--- src/hdl/mute_pkg.sv ---
package mute_pkg;

  // Clock and scan timing.
  localparam int unsigned CLK_PERIOD_NS = 50;
  localparam int unsigned TICK_NS = 10_000_000;
  localparam int unsigned TICK_CYCLES_DEF = TICK_NS / CLK_PERIOD_NS;
  localparam int unsigned TICKS_PER_500MS = 500 / 10;

  // Time settings, counted in 10 ms ticks; maximum muting time in 500 ms steps.
  localparam logic [8:0] SYNC_RST = 9'(3000 / 10);
  localparam logic [8:0] SYNC_MIN = 9'(30 / 10);
  localparam logic [8:0] SYNC_MAX = 9'(3000 / 10);
  localparam logic [5:0] DISC_RST = 6'(30 / 10);
  localparam logic [7:0] MAXMUTE_RST = 8'(60_000 / 500);

  // Register map.
  localparam logic [7:0] REG_CTRL = 8'h00;
  localparam logic [7:0] REG_TIMING = 8'h04;
  localparam logic [7:0] REG_STATUS = 8'h08;

  localparam int CTRL_RUN_BIT = 0;
  localparam int CTRL_MODE_LSB = 1;
  localparam int CTRL_OUTEN_LSB = 4;
  localparam int TIM_SYNC_LSB = 0;
  localparam int TIM_DISC_LSB = 12;
  localparam int TIM_MAXM_LSB = 20;
  localparam int STAT_MUTE_BIT = 6;
  localparam int STAT_OE_BIT = 7;
  localparam int STAT_STATE_LSB = 8;

  localparam logic [31:0] CTRL_MASK = 32'h0000_03ff;
  localparam logic [31:0] TIM_MASK = 32'h0ff3_f1ff;
  localparam logic [31:0] CTRL_RST = 32'h0000_03f2;
  localparam logic [31:0] TIM_RST = {4'h0, MAXMUTE_RST, 2'h0, DISC_RST, 3'h0, SYNC_RST};

  localparam logic [1:0] RESP_OKAY = 2'h0;
  localparam logic [1:0] RESP_SLVERR = 2'h2;

  typedef enum logic [1:0] {
    MODE_POS = 2'h0,
    MODE_PAR = 2'h1,
    MODE_SEQF = 2'h2,
    MODE_SEQB = 2'h3
  } mute_mode_t;

  typedef enum logic [3:0] {
    ST_IDLE = 4'h1,
    ST_WAIT = 4'h2,
    ST_XWAIT = 4'h4,
    ST_MUTED = 4'h8
  } seq_state_t;

  typedef struct packed {
    logic fault;
    logic ovr_disc;
    logic lc_disc;
    logic seq_err;
    logic sync_err;
    logic override;
  } flags_t;

endpackage

--- src/hdl/pair_discrepancy.sv ---
`timescale 1ns/1ns
`default_nettype none
module pair_discrepancy #(
  parameter int LIMIT_W = 6
) (
  input wire logic aclk,
  input wire logic aresetn,
  input wire logic tick,
  input wire logic [1:0] pair,
  input wire logic [LIMIT_W-1:0] limit,
  input wire logic run_start,
  output logic err_q
);
  logic [LIMIT_W-1:0] cnt_q;
  logic seen_off_q;
  wire mismatch = pair[0] ^ pair[1];
  wire expired = (limit != '0) && (cnt_q >= limit);
  wire rearm = seen_off_q && (pair == 2'b11);

  always_ff @(posedge aclk) begin
    if (!aresetn) begin
      cnt_q <= '0;
      seen_off_q <= 1'b0;
      err_q <= 1'b0;
    end else begin
      if (!mismatch) cnt_q <= '0;
      else if (tick && !expired) cnt_q <= cnt_q + 1'b1;
      seen_off_q <= (pair == 2'b00) || (seen_off_q && !rearm);
      if (mismatch && expired) err_q <= 1'b1;
      else if (rearm || run_start) err_q <= 1'b0;
    end
  end
endmodule // pair_discrepancy
`default_nettype wire

--- src/hdl/muting_error_monitor.sv ---
// Functional notes
// No synchronization error in position-detection mode.
// Entry sensors too far apart: synchronization error.
// Exit sensors too far apart: synchronization error.
// Pending error plus obstruction: output off, fault.
// Sync error alone keeps output; clears on muting.
// Position mode: obstruction without first sensor errs.
// Entry order first then second, else error.
// Early exit sensor during entry: sequence error.
// Exit order second then first exit, else error.
// Sequence valid only after all sensors off.
// Sequence error sticks until idle-to-run.
// Curtain discrepancy: output off, fault, flag.
// Override discrepancy: output off, fault, flag.
// Each status output individually enableable.
// Parallel mode mutes after first then second.
// Parallel mode ends muting when first drops; the code also ends it when the second entry sensor drops.
// Synchronization time defaults to three seconds.
// Muting starts on clean valid sequence.
// Muting stops on timeout or discrepancy.
// Synchronization time 30 ms to 3 s.
// Timing measured in whole scan cycles.
//
// Added by the designer: register access over AXI4-Lite and the placing of the registers.
`timescale 1ns/1ns
`default_nettype none
module muting_error_monitor import mute_pkg::*; #(
  parameter int unsigned TICK_CYCLES = TICK_CYCLES_DEF
) (
  input wire logic aclk,
  input wire logic aresetn,
  input wire logic [7:0] awaddr,
  input wire logic awvalid,
  output logic awready,
  input wire logic [31:0] wdata,
  input wire logic [3:0] wstrb,
  input wire logic wvalid,
  output logic wready,
  output logic [1:0] bresp,
  output logic bvalid,
  input wire logic bready,
  input wire logic [7:0] araddr,
  input wire logic arvalid,
  output logic arready,
  output logic [31:0] rdata,
  output logic [1:0] rresp,
  output logic rvalid,
  input wire logic rready,
  input wire logic first_entry_sensor,
  input wire logic second_entry_sensor,
  input wire logic first_exit_sensor,
  input wire logic second_exit_sensor,
  input wire logic [1:0] light_curtain_input,
  input wire logic [1:0] override_input,
  output logic output_enable,
  output logic muting_status,
  output flags_t status_out
);
  localparam int DIV_W = $clog2(TICK_CYCLES + 1);

  logic awready_q, wready_q, bvalid_q, arready_q, rvalid_q;
  logic aw_got_q, w_got_q;
  logic [1:0] bresp_q, rresp_q;
  logic [7:0] awaddr_q;
  logic [31:0] wdata_q, rdata_q, ctrl_q, tim_q;
  logic [3:0] wstrb_q;
  logic [DIV_W-1:0] div_q;
  logic tick_q, run_prev_q, lc_prev_q, armed_q, ovr_q, oe_q, mute_q;
  logic sync_q, seq_q;
  logic [3:0] sens_q;
  logic [8:0] tcnt_q;
  logic [15:0] mcnt_q;
  seq_state_t st_q, st_d;
  flags_t out_q;
  logic lc_disc, ovr_disc, seq_set, sync_set;
  logic exit_dir_q, exit_dir_d;

  function automatic logic [31:0] merge(input logic [31:0] old, input logic [31:0] d,
                                        input logic [3:0] s);
    logic [31:0] r;
    r = old;
    for (int i = 0; i < 4; i++) begin
      if (s[i]) r[8*i +: 8] = d[8*i +: 8];
    end
    return r;
  endfunction

  // Register bus decode.
  wire aw_take = awvalid && awready_q;
  wire w_take = wvalid && wready_q;
  wire wr_do = aw_got_q && w_got_q && !bvalid_q;
  wire aw_got_d = (aw_got_q || aw_take) && !wr_do;
  wire w_got_d = (w_got_q || w_take) && !wr_do;
  wire ar_take = arvalid && arready_q;
  wire rvalid_d = ar_take || (rvalid_q && !rready);
  wire wr_ctrl = wr_do && (awaddr_q == REG_CTRL);
  wire wr_tim = wr_do && (awaddr_q == REG_TIMING);
  wire wr_ok = wr_ctrl || wr_tim || (awaddr_q == REG_STATUS);
  wire rd_ok = (araddr == REG_CTRL) || (araddr == REG_TIMING) || (araddr == REG_STATUS);

  // Configuration fields.
  wire run = ctrl_q[CTRL_RUN_BIT];
  wire mute_mode_t mode = mute_mode_t'(ctrl_q[CTRL_MODE_LSB +: 2]);
  wire flags_t out_en = flags_t'(ctrl_q[CTRL_OUTEN_LSB +: 6]);
  wire [8:0] sync_raw = tim_q[TIM_SYNC_LSB +: 9];
  wire [5:0] disc_lim = tim_q[TIM_DISC_LSB +: 6];
  wire [7:0] maxm = tim_q[TIM_MAXM_LSB +: 8];
  wire [8:0] sync_eff = (sync_raw < SYNC_MIN) ? SYNC_MIN :
                        (sync_raw > SYNC_MAX) ? SYNC_MAX : sync_raw;
  wire [15:0] maxm_lim = 16'(maxm) * 16'(TICKS_PER_500MS);

  // Input conditioning; every clock is one scan.
  wire [3:0] sens = {second_exit_sensor, first_exit_sensor,
                     second_entry_sensor, first_entry_sensor};
  wire [3:0] sens_m = (mode == MODE_PAR) ? (sens & 4'h3) : sens;
  wire [3:0] rise = sens_m & ~sens_q;
  wire lc_on = &light_curtain_input;
  wire ovr_on = &override_input;
  wire lc_fall = lc_prev_q && !lc_on;
  wire run_start = run && !run_prev_q;
  wire seq_mode = (mode == MODE_SEQF) || (mode == MODE_SEQB);
  wire clean = !seq_q && !lc_disc && !ovr_disc;
  wire start_ok = run && clean && lc_on && oe_q;
  wire sync_to = tcnt_q > sync_eff;
  wire mute_exp = (maxm != 8'h00) && (mcnt_q >= maxm_lim);
  wire entry_done = (sens & 4'h7) == 4'h0;
  wire exit_done = (sens & 4'he) == 4'h0;
  wire mute_end = (mode == MODE_POS) ? !sens[0] :
                  (mode == MODE_PAR) ? !sens[0] || !sens[1] :
                  (mute_q && (st_q == ST_MUTED) && (exit_dir_q ? exit_done : entry_done));

  // Sequence checking.
  always_comb begin
    st_d = st_q;
    exit_dir_d = exit_dir_q;
    seq_set = 1'b0;
    sync_set = 1'b0;
    unique case (st_q)
      ST_IDLE: begin
        if (mode == MODE_POS) begin
          if (lc_fall && !sens[0]) seq_set = 1'b1;
          else if (sens[0] && start_ok) st_d = ST_MUTED;
        end else if (lc_fall) begin
          seq_set = 1'b1;
        end else if (armed_q && (rise != 4'h0)) begin
          if (rise == 4'h1) begin
            st_d = ST_WAIT;
            exit_dir_d = 1'b0;
          end else if (mode == MODE_SEQB && rise == 4'h8) begin
            st_d = ST_XWAIT;
            exit_dir_d = 1'b1;
          end else begin
            seq_set = 1'b1;
          end
        end
      end
      ST_WAIT: begin
        if (lc_fall) seq_set = 1'b1;
        else if (sync_to) begin
          sync_set = 1'b1;
          st_d = ST_IDLE;
        end else if (seq_mode && (rise[3:2] != 2'b00)) seq_set = 1'b1;
        else if (rise[1]) st_d = start_ok ? ST_MUTED : ST_IDLE;
        else if (!sens[0]) st_d = ST_IDLE;
      end
      ST_XWAIT: begin
        if (lc_fall) seq_set = 1'b1;
        else if (sync_to) begin
          sync_set = 1'b1;
          st_d = ST_IDLE;
        end else if (rise[1:0] != 2'b00) seq_set = 1'b1;
        else if (rise[2]) st_d = start_ok ? ST_MUTED : ST_IDLE;
        else if (!sens[3]) st_d = ST_IDLE;
      end
      ST_MUTED: begin
        if (mute_exp || lc_disc || ovr_disc || mute_end) st_d = ST_IDLE;
      end
    endcase
    if (seq_set || !run || run_start) st_d = ST_IDLE;
  end

  wire mute_enter = (st_d == ST_MUTED) && (st_q != ST_MUTED);
  wire ovr_d = run && !lc_disc && !ovr_disc && ovr_on && (sens_m != 4'h0) &&
               (ovr_q || !lc_on);
  wire pend = (sync_q || seq_q) && !lc_on;
  wire fault_d = lc_disc || ovr_disc || pend;
  wire oe_d = run && !lc_disc && !ovr_disc && !pend &&
              (lc_on || (st_d == ST_MUTED) || ovr_d);
  wire flags_t flags_d = '{fault: fault_d, ovr_disc: ovr_disc, lc_disc: lc_disc,
                           seq_err: seq_q, sync_err: sync_q, override: ovr_q};

  pair_discrepancy #(.LIMIT_W(6)) u_lc_disc (
    .aclk(aclk), .aresetn(aresetn), .tick(tick_q), .pair(light_curtain_input),
    .limit(disc_lim), .run_start(run_start), .err_q(lc_disc)
  );
  pair_discrepancy #(.LIMIT_W(6)) u_ovr_disc (
    .aclk(aclk), .aresetn(aresetn), .tick(tick_q), .pair(override_input),
    .limit(disc_lim), .run_start(run_start), .err_q(ovr_disc)
  );

  always_ff @(posedge aclk) begin
    if (!aresetn) begin
      awready_q <= 1'b0;
      wready_q <= 1'b0;
      arready_q <= 1'b0;
      aw_got_q <= 1'b0;
      w_got_q <= 1'b0;
      bvalid_q <= 1'b0;
      rvalid_q <= 1'b0;
      bresp_q <= RESP_OKAY;
      rresp_q <= RESP_OKAY;
      rdata_q <= 32'h0000_0000;
      awaddr_q <= 8'h00;
      wdata_q <= 32'h0000_0000;
      wstrb_q <= 4'h0;
      ctrl_q <= CTRL_RST;
      tim_q <= TIM_RST;
    end else begin
      aw_got_q <= aw_got_d;
      w_got_q <= w_got_d;
      awready_q <= !aw_got_d;
      wready_q <= !w_got_d;
      arready_q <= !rvalid_d;
      rvalid_q <= rvalid_d;
      if (aw_take) awaddr_q <= awaddr;
      if (w_take) begin
        wdata_q <= wdata;
        wstrb_q <= wstrb;
      end
      if (wr_do) begin
        bvalid_q <= 1'b1;
        bresp_q <= wr_ok ? RESP_OKAY : RESP_SLVERR;
      end else if (bready) bvalid_q <= 1'b0;
      if (wr_ctrl) ctrl_q <= merge(ctrl_q, wdata_q, wstrb_q) & CTRL_MASK;
      if (wr_tim) tim_q <= merge(tim_q, wdata_q, wstrb_q) & TIM_MASK;
      if (ar_take) begin
        rresp_q <= rd_ok ? RESP_OKAY : RESP_SLVERR;
        rdata_q <= (araddr == REG_CTRL) ? ctrl_q :
                   (araddr == REG_TIMING) ? tim_q :
                   (araddr == REG_STATUS) ? {20'h00000, st_q, oe_q, mute_q, flags_d} :
                   32'h0000_0000;
      end
    end
  end

  always_ff @(posedge aclk) begin
    if (!aresetn) begin
      div_q <= '0;
      tick_q <= 1'b0;
      sens_q <= 4'h0;
      lc_prev_q <= 1'b0;
      run_prev_q <= 1'b0;
      armed_q <= 1'b0;
      st_q <= ST_IDLE;
      exit_dir_q <= 1'b0;
      tcnt_q <= 9'h000;
      mcnt_q <= 16'h0000;
    end else begin
      tick_q <= div_q == DIV_W'(TICK_CYCLES - 1);
      div_q <= (div_q == DIV_W'(TICK_CYCLES - 1)) ? '0 : div_q + 1'b1;
      sens_q <= sens_m;
      lc_prev_q <= lc_on;
      run_prev_q <= run;
      armed_q <= (sens_m == 4'h0) || (armed_q && st_q == ST_IDLE && rise == 4'h0);
      st_q <= st_d;
      exit_dir_q <= exit_dir_d;
      if (st_q == ST_IDLE) tcnt_q <= 9'h000;
      else if (tick_q && !sync_to) tcnt_q <= tcnt_q + 1'b1;
      if (st_q != ST_MUTED) mcnt_q <= 16'h0000;
      else if (tick_q && !mute_exp) mcnt_q <= mcnt_q + 1'b1;
    end
  end

  always_ff @(posedge aclk) begin
    if (!aresetn) begin
      sync_q <= 1'b0;
      seq_q <= 1'b0;
      ovr_q <= 1'b0;
      oe_q <= 1'b0;
      mute_q <= 1'b0;
      out_q <= '0;
    end else begin
      if (sync_set && mode != MODE_POS) sync_q <= 1'b1;
      else if (mute_enter || run_start) sync_q <= 1'b0;
      if (seq_set) seq_q <= 1'b1;
      else if (run_start) seq_q <= 1'b0;
      ovr_q <= ovr_d;
      oe_q <= oe_d;
      mute_q <= (st_d == ST_MUTED) || ovr_d;
      out_q <= flags_d & out_en;
    end
  end

  assign awready = awready_q;
  assign wready = wready_q;
  assign bvalid = bvalid_q;
  assign bresp = bresp_q;
  assign arready = arready_q;
  assign rvalid = rvalid_q;
  assign rresp = rresp_q;
  assign rdata = rdata_q;
  assign output_enable = oe_q;
  assign muting_status = mute_q;
  assign status_out = out_q;
endmodule // muting_error_monitor
`default_nettype wire

--- config.mk ---
export PLATFORM = sky130hd
export DESIGN_NAME = muting_error_monitor
export DESIGN_NICKNAME = d
export VERILOG_FILES = /design/src/hdl/mute_pkg.sv /design/src/hdl/pair_discrepancy.sv /design/src/hdl/muting_error_monitor.sv
export SDC_FILE = /design/constraint.sdc
export NUM_CORES = 1
export LEC_CHECK = 0
export ABC_AREA = 0
export BUFFER_PORTS_ARGS = -buffer_cell sky130_fd_sc_hd__buf_2
export CAP_MARGIN = 5
export CORE_MARGIN = 2
export CORE_UTILIZATION = 35
export CTS_CLUSTER_SIZE = 16
export DETAILED_ROUTE_END_ITERATION = 7
export HOLD_SLACK_MARGIN = 0.12
export PLACE_DENSITY = 0.56
export SETUP_SLACK_MARGIN = 0.15
export SYNTH_ARGS = -nofsm -noshare
export SYNTH_HDL_FRONTEND = slang
export SYNTH_SLANG_ARGS = --single-unit
export TNS_END_PERCENT = 30
--- constraint.sdc ---
create_clock -name aclk -period 4.8 [get_ports aclk]
set_clock_uncertainty 0.2 [all_clocks]
set_input_delay 1.2 -clock aclk [delete_from_list [all_inputs] [get_ports aclk]]
set_output_delay 1.2 -clock aclk [all_outputs]
set_load 0.02 [all_outputs]
# Word-level counts from Yosys, hierarchy flattened
# Index checks and enable logic that the tools add are counted.
# classes
multipliers	1
n_reduce_logical	134
mux	60
addsub	5
eq_ne	18
bitwise_logic	8
magnitude_cmp	6
# ops
cell	count
$mux 4	21
$mux 28	2
$logic_and 1x1->1	49
$mux 1	30
$logic_or 1x1->1	27
$logic_not 1->1	21
$reduce_and 2->1	10
$add 18x1->18 const B	1
$eq 18x18->1 const B	1
$mux 9	2
$reduce_bool 2->1	9
$add 16x1->16 const B	1
$eq 8x3->1 const B	2
$eq 8x4->1 const B	2
$ge 16x14->1	1
$logic_not 4->1	4
$logic_not 8->1	2
$pmux 4 s4	1
$mul 8x5->13 const B	1
$add 6x1->6 const B	2
$eq 4x4->1 const B	3
$ge 6x6->1	2
$mux 12	1
$add 9x1->9 const B	1
other kinds (22)	36
# word_totals
output_inout_bits	49
ff_bits	199
wordCells	278
input_bits	67

# Depth between registers and ports, before layout
# depth
word_depth	19
ltp_mapped	21
ltp_nobuf	20

# Hierarchy
# Synthesis repeated with hierarchy kept, for this count alone.
# hier_totals
cells_unflattened	1139
area_unflattened_um2	9746.8
# by_module_without_submodules
module	n_inst	seq_area_each_um2	area_per_inst_um2	cells_each
muting_error_monitor	1	3423.3	8405.6	991
pair_discrepancy	2	160.2	670.6	74

# Worst setup path after synthesis
# No wires, ideal clock.
# synth_path
kind	register to register
from	register tim_q[23]
to	register sync_q
path_buffers	0
arrival_ns	4.602
synth_period_minus_slack_ns	4.923
setup_slack_ns	-0.123
path_stages_with_launch	20
setup_time_ns	0.122
required_time_ns	4.478
cell_sequence	dfxtp_1 -> inv_1 -> ha_1 -> ha_1 -> fa_1 -> ha_1 -> a21o_1 -> a21oi_1 -> o21bai_1 -> a21oi_1 -> o21ai_0 -> xnor2_1 -> ha_1 -> a2111oi_0 -> o21ai_1 -> o21bai_1 -> a21oi_1 -> nor4_1 -> nand3_1 -> o311a_1
# synth_via
elab_chain_len	13
# synth_rtl
item	line	text
from (decl)	muting_error_monitor.sv:65	logic [31:0] wdata_q, rdata_q, ctrl_q, tim_q;
from (signal assigned)	muting_error_monitor.sv:235	if (wr_tim) tim_q <= merge(tim_q, wdata_q, wstrb_q) & TIM_MASK;
$mul 8x5->13	muting_error_monitor.sv:110	wire [15:0] maxm_lim = 16'(maxm) * 16'(TICKS_PER_500MS);
$ge 16x14->1	muting_error_monitor.sv:125	wire mute_exp = (maxm != 8'h00) && (mcnt_q >= maxm_lim);
$logic_and 1x1->1 *	muting_error_monitor.sv:125	
$logic_or 1x1->1 * (3 in a row)	muting_error_monitor.sv:176	if (mute_exp || lc_disc || ovr_disc || mute_end) st_d = ST_IDLE;
$mux 4 *	muting_error_monitor.sv:176	
$pmux 4 s4 *	muting_error_monitor.sv:138	unique case (st_q)
$mux 4 *	muting_error_monitor.sv:179	if (seq_set || !run || run_start) st_d = ST_IDLE;
$eq 4x4->1 *	muting_error_monitor.sv:182	wire mute_enter = (st_d == ST_MUTED) && (st_q != ST_MUTED);
$logic_and 1x1->1 *	muting_error_monitor.sv:182	
$logic_or 1x1->1 *	muting_error_monitor.sv:284	else if (mute_enter || run_start) sync_q <= 1'b0;
$reduce_bool 2->1 (no source line) *	--	
to (signal assigned)	muting_error_monitor.sv:276	sync_q <= 1'b0;
to (signal assigned)	muting_error_monitor.sv:283	if (sync_set && mode != MODE_POS) sync_q <= 1'b1;
to (signal assigned)	muting_error_monitor.sv:284	
to (decl)	muting_error_monitor.sv:69	logic sync_q, seq_q;
# Every way passes the cells marked *; elsewhere a longest branch is shown, timed or not.
# A chain may end at the register's enable or synchronous reset.

# Worst setup path in the final report
# layout_path
from	register tim_q[23]
to	register mute_q (netlist: muting_status)
# layout_via
elab_chain_len	11
# layout_rtl
item	line	text
$mul 8x5->13	muting_error_monitor.sv:110	
$ge 16x14->1	muting_error_monitor.sv:125	
$logic_and 1x1->1 *	muting_error_monitor.sv:125	
$logic_or 1x1->1 * (3 in a row)	muting_error_monitor.sv:176	
$mux 4 *	muting_error_monitor.sv:176	
$pmux 4 s4 *	muting_error_monitor.sv:138	
$mux 4 *	muting_error_monitor.sv:179	
$eq 4x4->1 *	muting_error_monitor.sv:289	mute_q <= (st_d == ST_MUTED) || ovr_d;
$logic_or 1x1->1 *	muting_error_monitor.sv:289	
to (signal assigned)	muting_error_monitor.sv:289	
to (decl)	muting_error_monitor.sv:68	logic tick_q, run_prev_q, lc_prev_q, armed_q, ovr_q, oe_q, mute_q;
# Marked as above.

==> flow_summary.yaml <==
cts:
  cts_buffers: 17
  cts_sinks: 187
  clk_path_buf_depth: 2
  htreeDepth: 4
  clk_pin_slew_ps: 70
  tritoncts: "yes"
  root_buffer: "clkbuf_16"
  clock_latency_ps: 440
drt:
  totalWireLength_mm: 24.4
  wl_met3_um: 943
  drt-met1-wl_mm: 11.8
  drt-initial-drc-count: 500
  wl_per_cell_um: 15.4
  routed-wl-met2_mm: 11.3
  firstDrtPassIters: 5
  routed.top_layer: "met4"
  antenna_left: 0
  drc: 0
  drt-vias-per-instance: 5.12
  vias: 8139
yosys:
  synthCells: 1126
  synth_cell_types: 67
  synth_edf_count: 0
  syn_area_per_cell_um2: 8.32
  synthDominantCellAreaShare_pct: 40.0
  ys.flop_type: "dfxtp_1"
  yosysTopAreaCell: "dfxtp_1"
  yosysWarnings: 0
  synth_area_um2: 9370
  synth_seq_area_share_pct: 40.0
  synth_area_leaders: "dfxtp_1 (40%), ha_1 (10%), nand2_1 (7.5%)"
  ys_seq_elements: 187
  async_flop_share_pct: 0
sta:
  period_needed_ps: 4620
  min_period_over_period_pct: 96.3
  rsz0062_at_grt: "true"
  setup_viol: 0
  maxSlewViolCount: 0
  max_freq_mhz: 216
  relSlewSlack_pct: 31.9
  hold_viol_final: 0
  worstMarginPinSlew_ps: 1010
  timing.hold.ws_ps: 254
floorplan:
  pin_count: 116
  initial_core_util_pct: 35.8
  coreArea_um2: 26100
  die-width_um: 168
  fp.dieH_um: 168
  num_rows: 59
  dieArea_um2: 28100
setup_path:
  reg2reg_depth: 22
  arrival_ps: 4780
  path_cells: "buf_4 > ha_4 > ha_1 > inv_1 > fa_1 > inv_2 > ha_4 > inv_1 > o21bai_1 > a21oi_1 > o21ai_0 > xnor2_1 > ha_1 > a2111oi_4 > o21ai_1 > o21bai_2 > buf_6 > nand3_2 > o211ai_1 > nand3_1 > buf_4 > o31ai_2"
  crit_slowest_cell: "fa_1"
  crit_path_end_kind: "flip-flop"
  setup.worst_path.class: "reg2reg"
  cp_max_fo: 4
  max_stage_delay_ps: 510
  worst_setup_path_start_kind: "flip-flop"
  required_ps: 4960
power:
  p_int_w: 0.00238
  p_seq_share_pct: 50.2
  peakVddDrop_v: 0.000214
  clkPwrFrac_pct: 43.8
  netSwitchingFraction_pct: 25.6
  power.share.combinational_pct: 6.0
  power_w: 0.00320
  power.density_nw_per_um2: 285
  power_switching_w: 0.000820
  p_leak_nw: 4.75
global_route:
  grt_pass1_wl_mm: 40.7
  grt.overflow.total: 0
  grt_pass1_vias: 7963
  antenna_found_initial: 1
  grt_max_degree: 32
  grt_usage_pct: 17.9
cells_and_area:
  multi_input_area_um2: 5490
  fin_nets: 1388
  seq_area_um2: 3760
  drive_above_1_share_pct: 17.1
  fillers: 2664
  syn_to_final_growth_pct: 19.8
min_path:
  min_path_cells: 2
  hp-class: "reg2reg"
placement:
  place_congestion: 0.897
  io_buffers: 99
  place_hpwl_mm: 18.2
flow_run:
  maxCapViolations: 0
outcome:
  status: "complete, no violations"
## final cells by class
cell class                 instances  share of cell area (%)
antenna                            1                  0.0223
clock buffer                      17                    3.79
clock inverter                    14                    1.34
inverter                          52                    1.76
multi-input combinational        847                    48.9
sequential                       187                    33.5
tap                              335                    3.73
timing repair buffer             137                    7.00
## critical path: cells and delay by family (launching register included)
family	cells	cell delay, ps
compound gates	8	1590
xor+xnor	1	100
fa+ha+maj	5	1480
buf+inv	6	610
flops	1	340
simple gates	2	230
## power groups by stage
stage | combinational (W) | clock (W) | sequential, W
after floorplan | 0.000111 | 0 | 0.00165
after global placement | 0.000192 | 0 | 0.00165
after detailed placement | 0.000194 | 0 | 0.00165
after CTS | 0.000195 | 0.00144 | 0.00161
after global routing | 0.000216 | 0.00150 | 0.00161
final | 0.000193 | 0.00140 | 0.00161
## logic make-up after synthesis
| logic type | share of synthesized area, % |
|---|---|
| simple gates | 23.9 |
| flops | 40.0 |
| compound gates | 13.9 |
| other cells | 0.0400 |
| fa+ha+maj | 10.8 |
| mux | 2.91 |
| xor+xnor | 4.21 |
| buf+inv | 4.35 |
## cells in the mapped netlist (all sizes together), types with 2 or more instances
cell type,instances
nor3,21
a21o,7
nor4b,5
o21a,2
nand3b,2
and2b,2
and4,2
or2,4
clkbuf,34
mux2i,25
o211a,3
a221oi,11
nor3b,3
xnor2,30
a21oi,107
nor2b,4
nand3,58
dfxtp,187
nor4,12
a211oi,5
and2,11
or3,15
o2111ai,5
buf,13
and3,21
nand2,188
nor2,95
mux2,2
fa,3
o21ai,42
ha,76
o31ai,3
and4b,2
xor2,15
inv,52
nand2b,10
o21bai,6
o311ai,2
nand4,16
o211ai,8
## layer usage
metal,up-vias,GRT usage [%]
met5,-,0
met4,0,5.18
met3,25,3.24
met2,180,29.0
met1,3798,24.4
li1,4136,-
## timing repair
action / CTS / global route
resized for setup: 28 / 11
setup endpoints to repair: 20 / 19
pin swaps: 23 / 18
gates cloned: 1 / 0
buffers inserted: 4 / 1
hold buffers: 0 / 0
## worst paths after layout
path                         to  slack, ps   startpoint
setup reg to reg  muting_status        180    tim_q[23]
hold / removal      wdata_q[16]        250  wdata_q[16]
hold reg to reg     wdata_q[16]        250  wdata_q[16]
setup / recovery  muting_status        180    tim_q[23]
## cells in the final DEF, fill, tap and decap left out, types with 30 or more instances in the layout
cell type	instances
a21oi_1	104
buf_2	100
buf_4	35
dfxtp_1	183
ha_1	68
inv_1	48
nand2_1	188
nand3_1	57
nor2_1	95
o21ai_0	34
xnor2_1	30
## per-stage QoR
step	instances	worst slack, ps	utilization (%)	TNS, ps	area [um2]
after global routing	1590	-43.3	43.0	-260	11200
after global placement	1552	-230	39.7	-1020	10400
after CTS	1588	55.8	42.7	0	11200
final	1590	177	43.0	0	11200
after detailed placement	1552	-222	39.7	-1490	10400
after floorplan	1133	170	-	0	9420
## state kept, by name, summed over array words and instances, names as in the netlist, 8 cells and up
name / count
tcnt_q: 9
awaddr_q: 8
tim_q: 23
mcnt_q: 16
wdata_q: 24
div_q: 18
ctrl_q: 10
rdata: 26
Power figures use the tool's default switching activity.
